===== config.mk =====
export PLATFORM = sky130hd
export DESIGN_NAME = cfs_selector
export DESIGN_NICKNAME = d
export VERILOG_FILES = /design/src/hw/cfs_pkg.sv /design/src/hw/cfs_selector.sv /design/src/hw/cfs_source_mux.sv
export SDC_FILE = /design/constraint.sdc
export NUM_CORES = 1
export LEC_CHECK = 0
export ABC_AREA = 1
export BUFFER_PORTS_ARGS = -buffer_cell sky130_fd_sc_hd__buf_2
export CORE_MARGIN = 5
export CORE_UTILIZATION = 40
export DETAILED_ROUTE_END_ITERATION = 16
export GPL_ROUTABILITY_DRIVEN = 0
export SLEW_MARGIN = 15
export SYNTH_ARGS = -nofsm -noshare
export SYNTH_HDL_FRONTEND = slang
export SYNTH_HIERARCHICAL = 1
export SYNTH_SLANG_ARGS = --single-unit

===== constraint.sdc =====
create_clock -name clk -period 3.36 [get_ports clk]
set_input_delay 0.168 -clock clk [delete_from_list [all_inputs] [get_ports clk]]
set_output_delay 0.168 -clock clk [all_outputs]
set_load 0.01 [all_outputs]

===== src/hw/cfs_pkg.sv =====
// constants for the constant frequency selector
package cfs_pkg;
  localparam int CFS_SEL_W = 5;
  localparam int CFS_DI_W = 6;
  localparam int CFS_STAT_W = 3;
  // +-500.00 hz in hundredths needs 17 signed bits
  localparam int CFS_FREQ_W = 17;
  localparam int CFS_NUM_PRESET = 7;
  localparam int CFS_IDX_W = 3;
  // selector codes
  localparam logic [4:0] CFS_SRC_FALSE = 5'h00;
  localparam logic [4:0] CFS_SRC_TRUE = 5'h01;
  localparam logic [4:0] CFS_SRC_DI_FIRST = 5'h02;
  localparam logic [4:0] CFS_SRC_DI_LAST = 5'h07;
  localparam logic [4:0] CFS_SRC_TF_FIRST = 5'h12;
  localparam logic [4:0] CFS_SRC_TF_LAST = 5'h14;
  localparam logic [4:0] CFS_SRC_SV_FIRST = 5'h18;
  localparam logic [4:0] CFS_SRC_SV_LAST = 5'h1a;
  // reset selections: third and fourth digital input, constant false on selector three
  localparam logic [4:0] CFS_SEL1_RST = 5'h04;
  localparam logic [4:0] CFS_SEL2_RST = 5'h05;
  localparam logic [4:0] CFS_SEL3_RST = 5'h00;
  localparam logic CFS_MODE_RST = 1'b0;
  // frequency limit in hundredths of a hertz
  localparam logic signed [CFS_FREQ_W-1:0] CFS_FREQ_MAX = 17'sh0c350;
  localparam logic signed [CFS_FREQ_W-1:0] CFS_FREQ_MIN = -17'sh0c350;
  localparam logic [2:0] CFS_IDX_NONE = 3'h0;
  localparam logic [CFS_FREQ_W-1:0] CFS_FREQ_ZERO = 17'h00000;
endpackage


===== src/hw/cfs_selector.sv =====
// constant frequency selector top: source choice, mode decode, preset output
`timescale 1ns/1ns
module cfs_selector import cfs_pkg::*; #(
  parameter int FREQ_W = CFS_FREQ_W
) (
  input wire logic clk,
  input wire logic rst_n,
  input wire logic cfgWe,
  input wire logic cfgPacked,
  input wire logic [CFS_SEL_W-1:0] cfgSel1,
  input wire logic [CFS_SEL_W-1:0] cfgSel2,
  input wire logic [CFS_SEL_W-1:0] cfgSel3,
  input wire logic presetWe,
  input wire logic [CFS_IDX_W-1:0] presetIdx,
  input wire logic signed [FREQ_W-1:0] presetVal,
  input wire logic [CFS_DI_W-1:0] diStatus,
  input wire logic [CFS_STAT_W-1:0] timedStatus,
  input wire logic [CFS_STAT_W-1:0] supStatus,
  output logic packedMode,
  output logic [CFS_SEL_W-1:0] sel1,
  output logic [CFS_SEL_W-1:0] sel2,
  output logic [CFS_SEL_W-1:0] sel3,
  output logic [CFS_IDX_W-1:0] activeIdx,
  output logic freqActive,
  output logic signed [FREQ_W-1:0] freqRef
);
  logic packed_r, packed_nxt;
  logic [CFS_SEL_W-1:0] sel_r [3];
  logic [CFS_SEL_W-1:0] sel_nxt [3];
  logic signed [FREQ_W-1:0] preset_r [CFS_NUM_PRESET];
  logic signed [FREQ_W-1:0] preset_nxt [CFS_NUM_PRESET];
  logic [2:0] src;
  logic [CFS_IDX_W-1:0] idx;
  logic [CFS_IDX_W-1:0] idx_r;
  logic signed [FREQ_W-1:0] freq_r, freq_nxt;
  logic signed [FREQ_W-1:0] clampVal;

  // configuration registers
  always_comb begin
    packed_nxt = packed_r;
    sel_nxt[0] = sel_r[0];
    sel_nxt[1] = sel_r[1];
    sel_nxt[2] = sel_r[2];
    if (cfgWe) begin
      packed_nxt = cfgPacked;
      sel_nxt[0] = cfgSel1;
      sel_nxt[1] = cfgSel2;
      sel_nxt[2] = cfgSel3;
    end
  end

  always_ff @(posedge clk) begin
    if (!rst_n) begin
      packed_r <= CFS_MODE_RST;
      sel_r[0] <= CFS_SEL1_RST;
      sel_r[1] <= CFS_SEL2_RST;
      sel_r[2] <= CFS_SEL3_RST;
    end else begin
      packed_r <= packed_nxt;
      sel_r[0] <= sel_nxt[0];
      sel_r[1] <= sel_nxt[1];
      sel_r[2] <= sel_nxt[2];
    end
  end

  // clamp written preset into the legal range
  always_comb begin
    clampVal = presetVal;
    if (presetVal > FREQ_W'(CFS_FREQ_MAX)) begin
      clampVal = FREQ_W'(CFS_FREQ_MAX);
    end else if (presetVal < FREQ_W'(CFS_FREQ_MIN)) begin
      clampVal = FREQ_W'(CFS_FREQ_MIN);
    end
  end

  genvar g;
  generate
    for (g = 0; g < 3; g++) begin : gSrc
      cfs_source_mux uMux (
        .sel(sel_r[g]),
        .diStatus(diStatus),
        .timedStatus(timedStatus),
        .supStatus(supStatus),
        .srcOut(src[g])
      );
    end
    for (g = 0; g < CFS_NUM_PRESET; g++) begin : gPre
      always_comb begin
        preset_nxt[g] = preset_r[g];
        if (presetWe && presetIdx == CFS_IDX_W'(g + 1)) begin
          preset_nxt[g] = clampVal;
        end
      end
      always_ff @(posedge clk) begin
        if (!rst_n) begin
          preset_r[g] <= FREQ_W'(CFS_FREQ_ZERO);
        end else begin
          preset_r[g] <= preset_nxt[g];
        end
      end
    end
  endgenerate

  // preset index decode; highest-numbered preset wins in separate mode
  always_comb begin
    idx = CFS_IDX_NONE;
    if (packed_r) begin
      idx = src;
    end else if (src[2]) begin
      idx = 3'h3;
    end else if (src[1]) begin
      idx = 3'h2;
    end else if (src[0]) begin
      idx = 3'h1;
    end
  end

  always_comb begin
    freq_nxt = FREQ_W'(CFS_FREQ_ZERO);
    if (idx != CFS_IDX_NONE) begin
      freq_nxt = preset_r[3'(idx - 3'h1)];
    end
  end

  always_ff @(posedge clk) begin
    if (!rst_n) begin
      idx_r <= CFS_IDX_NONE;
      freq_r <= FREQ_W'(CFS_FREQ_ZERO);
    end else begin
      idx_r <= idx;
      freq_r <= freq_nxt;
    end
  end

  assign packedMode = packed_r;
  assign sel1 = sel_r[0];
  assign sel2 = sel_r[1];
  assign sel3 = sel_r[2];
  assign activeIdx = idx_r;
  assign freqActive = (idx_r != CFS_IDX_NONE);
  assign freqRef = freq_r;

  sep_one_a: assert property (@(posedge clk) disable iff (!rst_n)
    (!packed_r && src == 3'b001) |=> activeIdx == 3'h1)
    else $error("preset one not active");
  sep_two_a: assert property (@(posedge clk) disable iff (!rst_n)
    (!packed_r && src[1] && !src[2]) |=> activeIdx == 3'h2)
    else $error("preset two not active");
  sep_three_a: assert property (@(posedge clk) disable iff (!rst_n)
    (!packed_r && src[2]) |=> activeIdx == 3'h3)
    else $error("preset three not active");
  packed_code_a: assert property (@(posedge clk) disable iff (!rst_n)
    packed_r |=> activeIdx == $past(src))
    else $error("packed code mismatch");
  di_route_a: assert property (@(posedge clk) disable iff (!rst_n)
    (sel_r[0] >= CFS_SRC_DI_FIRST && sel_r[0] <= CFS_SRC_DI_LAST)
    |-> src[0] == diStatus[3'(sel_r[0] - CFS_SRC_DI_FIRST)])
    else $error("digital input routing wrong");
  tf_route_a: assert property (@(posedge clk) disable iff (!rst_n)
    sel_r[1] == CFS_SRC_TF_FIRST |-> src[1] == timedStatus[0])
    else $error("timed routing wrong");
  sv_route_a: assert property (@(posedge clk) disable iff (!rst_n)
    sel_r[2] == CFS_SRC_SV_LAST |-> src[2] == supStatus[2])
    else $error("supervision routing wrong");
  const_src_a: assert property (@(posedge clk) disable iff (!rst_n)
    (sel_r[0] != CFS_SRC_TRUE || src[0]) && (sel_r[1] != CFS_SRC_FALSE || !src[1]))
    else $error("constant source wrong");
  reset_sel_a: assert property (@(posedge clk)
    !rst_n |=> sel1 == CFS_SEL1_RST && sel2 == CFS_SEL2_RST)
    else $error("reset selection wrong");
  freq_range_a: assert property (@(posedge clk) disable iff (!rst_n)
    freqRef <= FREQ_W'(CFS_FREQ_MAX) && freqRef >= FREQ_W'(CFS_FREQ_MIN))
    else $error("frequency out of range");
  freq_pick_a: assert property (@(posedge clk) disable iff (!rst_n)
    (idx != CFS_IDX_NONE) |=> freqRef == $past(preset_r[3'(idx - 3'h1)]))
    else $error("wrong preset frequency");
  sep_none_a: assert property (@(posedge clk) disable iff (!rst_n)
    (!packed_r && src == 3'b000) |=> !freqActive)
    else $error("preset active with no source");
  none_zero_a: assert property (@(posedge clk) disable iff (!rst_n)
    (idx == CFS_IDX_NONE) |=> freqRef == FREQ_W'(CFS_FREQ_ZERO))
    else $error("frequency not zero with no preset");
  cfg_load_a: assert property (@(posedge clk) disable iff (!rst_n)
    cfgWe |=> packedMode == $past(cfgPacked) && sel1 == $past(cfgSel1)
      && sel2 == $past(cfgSel2) && sel3 == $past(cfgSel3))
    else $error("configuration not loaded");
  cfg_hold_a: assert property (@(posedge clk) disable iff (!rst_n)
    !cfgWe |=> packedMode == $past(packed_r) && sel1 == $past(sel_r[0])
      && sel2 == $past(sel_r[1]) && sel3 == $past(sel_r[2]))
    else $error("configuration changed without write");
  tf_route_all_a: assert property (@(posedge clk) disable iff (!rst_n)
    (sel_r[1] >= CFS_SRC_TF_FIRST && sel_r[1] <= CFS_SRC_TF_LAST)
    |-> src[1] == timedStatus[2'(sel_r[1] - CFS_SRC_TF_FIRST)])
    else $error("timed routing wrong on selector two");
  sv_route_all_a: assert property (@(posedge clk) disable iff (!rst_n)
    (sel_r[2] >= CFS_SRC_SV_FIRST && sel_r[2] <= CFS_SRC_SV_LAST)
    |-> src[2] == supStatus[2'(sel_r[2] - CFS_SRC_SV_FIRST)])
    else $error("supervision routing wrong on selector three");
  di_gap_a: assert property (@(posedge clk) disable iff (!rst_n)
    (sel_r[0] > CFS_SRC_DI_LAST && sel_r[0] < CFS_SRC_TF_FIRST) |-> !src[0])
    else $error("unlisted code not false on selector one");
  tf_gap_a: assert property (@(posedge clk) disable iff (!rst_n)
    (sel_r[1] > CFS_SRC_TF_LAST && sel_r[1] < CFS_SRC_SV_FIRST) |-> !src[1])
    else $error("unlisted code not false on selector two");
  sv_gap_a: assert property (@(posedge clk) disable iff (!rst_n)
    (sel_r[2] > CFS_SRC_SV_LAST) |-> !src[2])
    else $error("unlisted code not false on selector three");
  clamp_high_a: assert property (@(posedge clk) disable iff (!rst_n)
    (presetWe && presetIdx != CFS_IDX_NONE && presetVal > FREQ_W'(CFS_FREQ_MAX))
    |=> preset_r[3'($past(presetIdx) - 3'h1)] == FREQ_W'(CFS_FREQ_MAX))
    else $error("high preset not clamped");
  clamp_low_a: assert property (@(posedge clk) disable iff (!rst_n)
    (presetWe && presetIdx != CFS_IDX_NONE && presetVal < FREQ_W'(CFS_FREQ_MIN))
    |=> preset_r[3'($past(presetIdx) - 3'h1)] == FREQ_W'(CFS_FREQ_MIN))
    else $error("low preset not clamped");

  sep_cov_c: cover property (@(posedge clk) !packed_r && freqActive);
  packed_cov_c: cover property (@(posedge clk) packed_r && activeIdx == 3'h7);
  none_cov_c: cover property (@(posedge clk) packed_r && !freqActive);
  write_cov_c: cover property (@(posedge clk) presetWe && presetVal > FREQ_W'(CFS_FREQ_MAX));
  low_cov_c: cover property (@(posedge clk) presetWe && presetVal < FREQ_W'(CFS_FREQ_MIN));
endmodule


===== src/hw/cfs_source_mux.sv =====
// one selector: picks a boolean source from its code
`timescale 1ns/1ns
module cfs_source_mux import cfs_pkg::*; (
  input wire logic [CFS_SEL_W-1:0] sel,
  input wire logic [CFS_DI_W-1:0] diStatus,
  input wire logic [CFS_STAT_W-1:0] timedStatus,
  input wire logic [CFS_STAT_W-1:0] supStatus,
  output logic srcOut
);
  always_comb begin
    srcOut = 1'b0;
    if (sel == CFS_SRC_TRUE) begin
      srcOut = 1'b1;
    end else if (sel >= CFS_SRC_DI_FIRST && sel <= CFS_SRC_DI_LAST) begin
      srcOut = diStatus[3'(sel - CFS_SRC_DI_FIRST)];
    end else if (sel >= CFS_SRC_TF_FIRST && sel <= CFS_SRC_TF_LAST) begin
      srcOut = timedStatus[2'(sel - CFS_SRC_TF_FIRST)];
    end else if (sel >= CFS_SRC_SV_FIRST && sel <= CFS_SRC_SV_LAST) begin
      srcOut = supStatus[2'(sel - CFS_SRC_SV_FIRST)];
    end
  end
endmodule


==> results of run 1 <==
==> final timing paths <==
path | from | to
max reg2reg | sel_r[0][11] | freqRef[14]
min | cfgSel3[4] | sel_r[0][14]
max | sel_r[0][11] | freqRef[14]
min reg2reg | packedMode | packedMode
==> routing by layer <==
layer	share of wire [%]	up-vias	track usage (%)
li1	-	3420	-
met1	45	3102	25.5
met2	46	215	28.9
met3	6.9	22	2.92
met4	1.3	0	5.42
met5	0	-	0
==> state kept, by name (all words and copies together) (netlist names) <==
name,count
packedMode,1
sel_r,15
preset_r,119
activeIdx,3
freqRef,17
==> kinds of logic after synthesis <==
kind of cell,share of synthesized area (%)
xor gates and xnor gates,0.197
and+or+nand+nor,30.6
DFF,51.9
adders and majority gates,2.27
AOI/OAI and AO/OA,5.37
buffers and inverters,9.67
==> power by group through the flow <==
stage               clock network, µW  logic, µW  registers [µW]
global placement                    0       1570            2360
CTS                              1990       1600            2320
detailed placement                  0       1580            2370
finish                           1960       1600            2320
floorplan                           0       1010            2390
global route                     2080       1790            2340
==> critical path, cell delays in order (launching register included) <==
cell and delay (ns):
dfxtp_1 0.52, inv_6 0.09, ha_1 0.33, inv_1 0.06, nand2_1 0.04, a21oi_1 0.14
nor2_2 0.05, nand2_1 0.05, nand3_1 0.20, a21oi_1 0.33, ha_1 0.20, buf_4 0.24
buf_4 0.30, nand3_1 0.10, nand2_1 0.06, nand2_1 0.05, nor2_1 0.15
==> stage by stage <==
stage	util, %	setup slack [ns]
floorplan	-	0.339
global placement	44.0	0.472
detailed placement	44.0	0.385
CTS	47.7	0.362
global route	47.7	0.0643
finish	47.7	0.358
==> synthesized netlist by cell type (2+ instances only) <==
library cell / instances
o21ai_0: 15
nand2_4: 8
nand4_1: 9
nor2_2: 13
inv_1: 124
a21oi_1: 69
buf_2: 24
buf_6: 6
nor3_1: 2
edfxtp_1: 119
nor2_8: 3
nand3_2: 3
nor2_1: 159
nand3b_1: 17
dfxtp_1: 36
nand2_2: 2
buf_1: 3
clkinv_1: 3
inv_6: 3
ha_1: 15
clkbuf_1: 14
inv_2: 6
nand3_1: 122
nand2_1: 221
o31ai_1: 2
==> layout make-up <==
type	instances	area [µm²]	share of cell area [%]
Timing Repair Buffer	120	728	7.52
Clock inverter	15	181	1.87
Clock buffer	17	425	4.39
Multi-Input combinational cell	665	3190	32.9
Inverter	136	526	5.43
Tap cell	270	338	3.49
Sequential cell	155	4290	44.4
==> key figures, run 1 <==
Outcome
  – Outcome: complete, no violations

Synthesis
  – Yosys warns: 6
  – Area leader, netlist: edfxtp_1
  – Cell variety after synth: 32
  – Post-synth EDFFs: 119
  – Ys async rst share: 0%
  – Most used flip-flop cell after synthesis: edfxtp_1
  – Yosys top cell area share: 43.2%
  – Register area share after synthesis: 51.9%
  – Top post-synthesis cells by area: edfxtp_1, nand2_1, dfxtp_1
  – Syn Area/Cell: 8.23 µm²
  – Synth Cell Area: 0.00827 mm²
  – Yosys reg bits: 155
  – Mapped Cells: 1,005
  – Syn nets: 1,072

Routing
  – Number of vias per cell: 4.90
  – Average wire per standard cell: 15.4 µm
  – DRC errors left: 0
  – DRT iter0 DRCs: 493
  – DR pass1 iterations: 5
  – Final Routed Wirelength: 21,200 µm
  – Via count: 6,759
  – Number of routed nets with antenna violations: 0

Cells and area
  – Fin area: 0.00968 mm²
  – Leading cell type in the layout, fill and taps excluded: nand2_1
  – Layout cells sized above 1: 16.5%
  – Layout Nets: 1,162
  – Layout Cells excl Fill: 1,378
  – Fillcell total: 1,987
  – Ant. Diodes: 0
  – Commonest non-fill, non-tap cells in the layout: nand2_1, nor2_1, inv_1
  – Area growth syn-to-layout: 17.1%

Timing
  – RSZ-0062 raised after global routing: false
  – Final hold vios: 0
  – Worst-Margin Slew: 0.942 ns
  – Hold WS: 0.0192 ns
  – Min Clock Period, post-route: 3.00 ns
  – # setup viols final: 0
  – Worst slew margin: 37.1%
  – Max Slew Vio Count: 0
  – F_max: 333 MHz
  – Clock skew: 0.0125 ns
  – Setup TNS: 0 ns
  – Final Cycle Share: 89.3%

Pwr
  – Switching power: 1990 µW
  – Maximum vdd drop: 0.425 mV
  – Power Density: 607 mW/mm²
  – Sw Ratio: 33.8%
  – Total Power: 5880 µW
  – P_int: 3890 µW
  – Clk pwr share: 33.4%
  – Leakage: 0.00442 µW
  – Comb power frac: 27.2%
  – Register share of total power: 39.5%

Global route
  – GRT Total Usage: 18.1%
  – Initial antenna violation count: 0
  – Remaining Overflow, GRT: 0
  – Vias in the first global route: 6,454
  – Largest net degree at the start of global routing: 52
  – Global-route wire length before repair: 34,200 µm

Clock tree
  – CTS tree: done
  – Worst-Skew Late Latency: 0.42 ns
  – CTS HTree Levels: 4
  – Max Root-Sink Buffers: 2
  – Total CTS buffers: 17
  – Post-CTS Resized: 0
  – Clk sinks: 155
  – Clk slew on worst S/H paths: 0.06 ns
  – CTS root buffer: clkbuf_16
  – Hold-fix buffers, CTS: 14
  – Setup repair bufs after CTS: 0

Critical path
  – Critical path arrival: 3.34 ns
  – Worst Setup End Kind: flip-flop
  – Crit-path max FO: 18
  – Setup CP Type: flip-flop to flip-flop
  – Worst EP required: 3.70 ns
  – Reg2Reg Setup Slack: 0.36 ns
  – Startpoint type of the worst setup path: flip-flop
  – R2r worst-path depth: 16

Die
  – Die Span X: 154 µm
  – FP Rows: 52
  – Core area: 0.0203 mm²
  – Die Y: 154 µm
  – Initial Utilization: 40.7%
  – Die area: 0.0237 mm²
  – Boundary Pins: 89

Placed design
  – Placed Instances: 1,332
  – Count of input and output buffers: 88
  – Post-DP Area: 0.00893 mm²
  – DP HPWL: 13,800 µm

Job
  – Max cap viols: 0

Min path
  – Hold depth: 3
  – Hold WC Path Type: input pin to flip-flop
(Power assumes the default switching activity.)
==> run 2: changes to the inputs <==
- CAP_MARGIN: not set -> 10
- RECOVER_POWER: not set -> 25
==> run 2 against run 1 <==
Register-to-register slack got worse by 0.02 ns. Clock power barely moved. Maximum frequency fell by 0.72%. Sequential share of layout area rose by 0.18 points. Combinational power barely moved. Sequential power barely moved. Via count fell by 0.46%. Global-route usage did not move. Power fell by 0.29%. Sequential cell count did not move. Clock skew fell by 0.0010 ns.
==> key figures, run 2 (synthesis gave the netlist of run 1 again) <==
Routing
  – DR pass1 iterations: 5
  – Final Routed Wirelength: 21,100 µm
  – Number of vias per cell: 4.88
  – Average wire per standard cell: 15.3 µm
  – DRC errors left: 0
  – Via count: 6,728
  – Number of routed nets with antenna violations: 0
  – DRT iter0 DRCs: 546

Timing
  – Final Cycle Share: 90.0%
  – Worst-Margin Slew: 1.33 ns
  – Worst slew margin: 11.3%
  – # setup viols final: 0
  – F_max: 331 MHz
  – Max Slew Vio Count: 0
  – Final hold vios: 0
  – Worst setup margin: 0.337 ns
  – RSZ-0062 raised after global routing: false
  – Setup TNS: 0 ns
  – Clock skew: 0.0114 ns
  – Min Clock Period, post-route: 3.02 ns
  – Hold WS: 0.0141 ns

Cells and area
  – Leading cell type in the layout, fill and taps excluded: nand2_1
  – Layout cells sized above 1: 14.5%
  – Max reg flops: 119
  – Layout Nets: 1,162
  – Fillcell total: 2,003
  – Area growth syn-to-layout: 16.6%
  – Biggest register: preset_r
  – Ant. Diodes: 0
  – Commonest non-fill, non-tap cells in the layout: nand2_1, nor2_1, inv_1
  – Layout Cells excl Fill: 1,378
  – Fin area: 0.00964 mm²
  – Largest registers: preset_r x119, freqRef x17, sel_r x15

Critical path
  – Number of buffers and inverters on the critical path: 4
  – Startpoint type of the worst setup path: flip-flop
  – Worst path cell trace: inv_6, ha_1, inv_1, nand2_1, a21oi_1, nor2_2, nand2_1, nand3_1, a21oi_1, ha_1, buf_4, buf_4, nand3_1, nand2_1, nand2_1, nor2_1
  – Most frequent CP cell: nand2_1
  – Crit-path max FO: 18
  – Setup CP Type: flip-flop to flip-flop
  – Worst EP required: 3.70 ns
  – Maximum single-stage delay on the critical path: 0.52 ns
  – Delay-heaviest family, CP: simple AND/OR/NAND/NOR gates
  – Critical path arrival: 3.37 ns
  – Critical-path top delay cell: dfxtp_1
  – Worst Setup End Kind: flip-flop

Pwr
  – Clk pwr share: 33.5%
  – Leakage: 0.00434 µW
  – P_int: 3870 µW
  – Sw Ratio: 33.9%
  – Register share of total power: 39.6%
  – Comb power frac: 26.9%
  – Maximum vdd drop: 0.427 mV
  – Switching power: 1990 µW
  – Power Density: 608 mW/mm²

Global route
  – GRT Total Usage: 18.1%
  – Remaining Overflow, GRT: 0
  – Global-route wire length before repair: 34,200 µm
  – Vias in the first global route: 6,454
  – Initial antenna violation count: 0
  – Largest net degree at the start of global routing: 52

Clock tree
  – Clk sinks: 155
  – Post-CTS Resized: 0
  – CTS root buffer: clkbuf_16
  – Max Root-Sink Buffers: 2
  – Clk slew on worst S/H paths: 0.06 ns
  – Hold-fix buffers, CTS: 14
  – CTS tree: done
  – Worst-Skew Late Latency: 0.43 ns
  – Setup repair bufs after CTS: 0
  – Total CTS buffers: 17
  – CTS HTree Levels: 4

Placed design
  – Placed Instances: 1,332
  – Count of input and output buffers: 88
  – Post-DP Area: 0.00893 mm²
  – DP HPWL: 13,800 µm
  – DP Worst Slack: 0.385 ns

Die
  – Initial Utilization: 40.7%
  – Die Y: 154 µm
  – Boundary Pins: 89
  – Die Span X: 154 µm
  – FP Rows: 52
  – Die area: 0.0237 mm²
  – Core area: 0.0203 mm²

Job
  – Max cap viols: 0

Outcome
  – Outcome: complete, no violations

Min path
  – Hold WC Path Type: input pin to flip-flop
run 2: path summary, 6_finish.rpt:
path / slack (ns) / from / cells past startpoint / to
min reg2reg: 0.53 / packedMode / 2 / packedMode
max reg2reg: 0.34 / sel_r[0][11] / 16 / freqRef[14]
min: 0.01 / cfgSel3[4] / 3 / sel_r[0][14]
max: 0.34 / sel_r[0][11] / 16 / freqRef[14]
run 2: power groups by stage:
| stage | sequential, µW | clock, µW | combinational [µW] |
|---|---|---|---|
| after global routing | 2350 | 2080 | 1770 |
| after floorplan | 2390 | 0 | 1010 |
| after global placement | 2360 | 0 | 1570 |
| after detailed placement | 2370 | 0 | 1580 |
| final | 2320 | 1970 | 1570 |
| after CTS | 2320 | 1990 | 1600 |
run 2: layout make-up:
type / count / area, µm² / area share (%)
flip-flops and latches: 155 / 4290 / 44.5
multi-input cells: 665 / 3180 / 33.0
repair buffers: 120 / 694 / 7.20
inverters: 136 / 526 / 5.45
clock buffers: 17 / 425 / 4.41
well taps: 270 / 338 / 3.50
clock inverters: 15 / 181 / 1.88
run 2: stage by stage:
stage | util, % | power (µW)
after floorplan | - | 3390
after global routing | 47.5 | 6200
final | 47.5 | 5860
after CTS | 47.7 | 5910
after detailed placement | 44.0 | 3950
after global placement | 44.0 | 3930
run 2: per-layer routing:
metal	track usage [%]	vias to the layer above	wire, µm
met5	0	-	0
met2	28.9	219	9820
met3	2.92	21	1410
li1	-	3415	-
met4	5.42	0	277
met1	25.5	3073	9630
run 2: worst reg2reg max path: cells and delay by family, from the launching register on:
| kind | cells | cell delay (ns) |
|---|---|---|
| simple gates | 8 | 0.73 |
| buf+inv | 4 | 0.70 |
| fa+ha+maj | 2 | 0.53 |
| flops | 1 | 0.52 |
| compound gates | 2 | 0.47 |
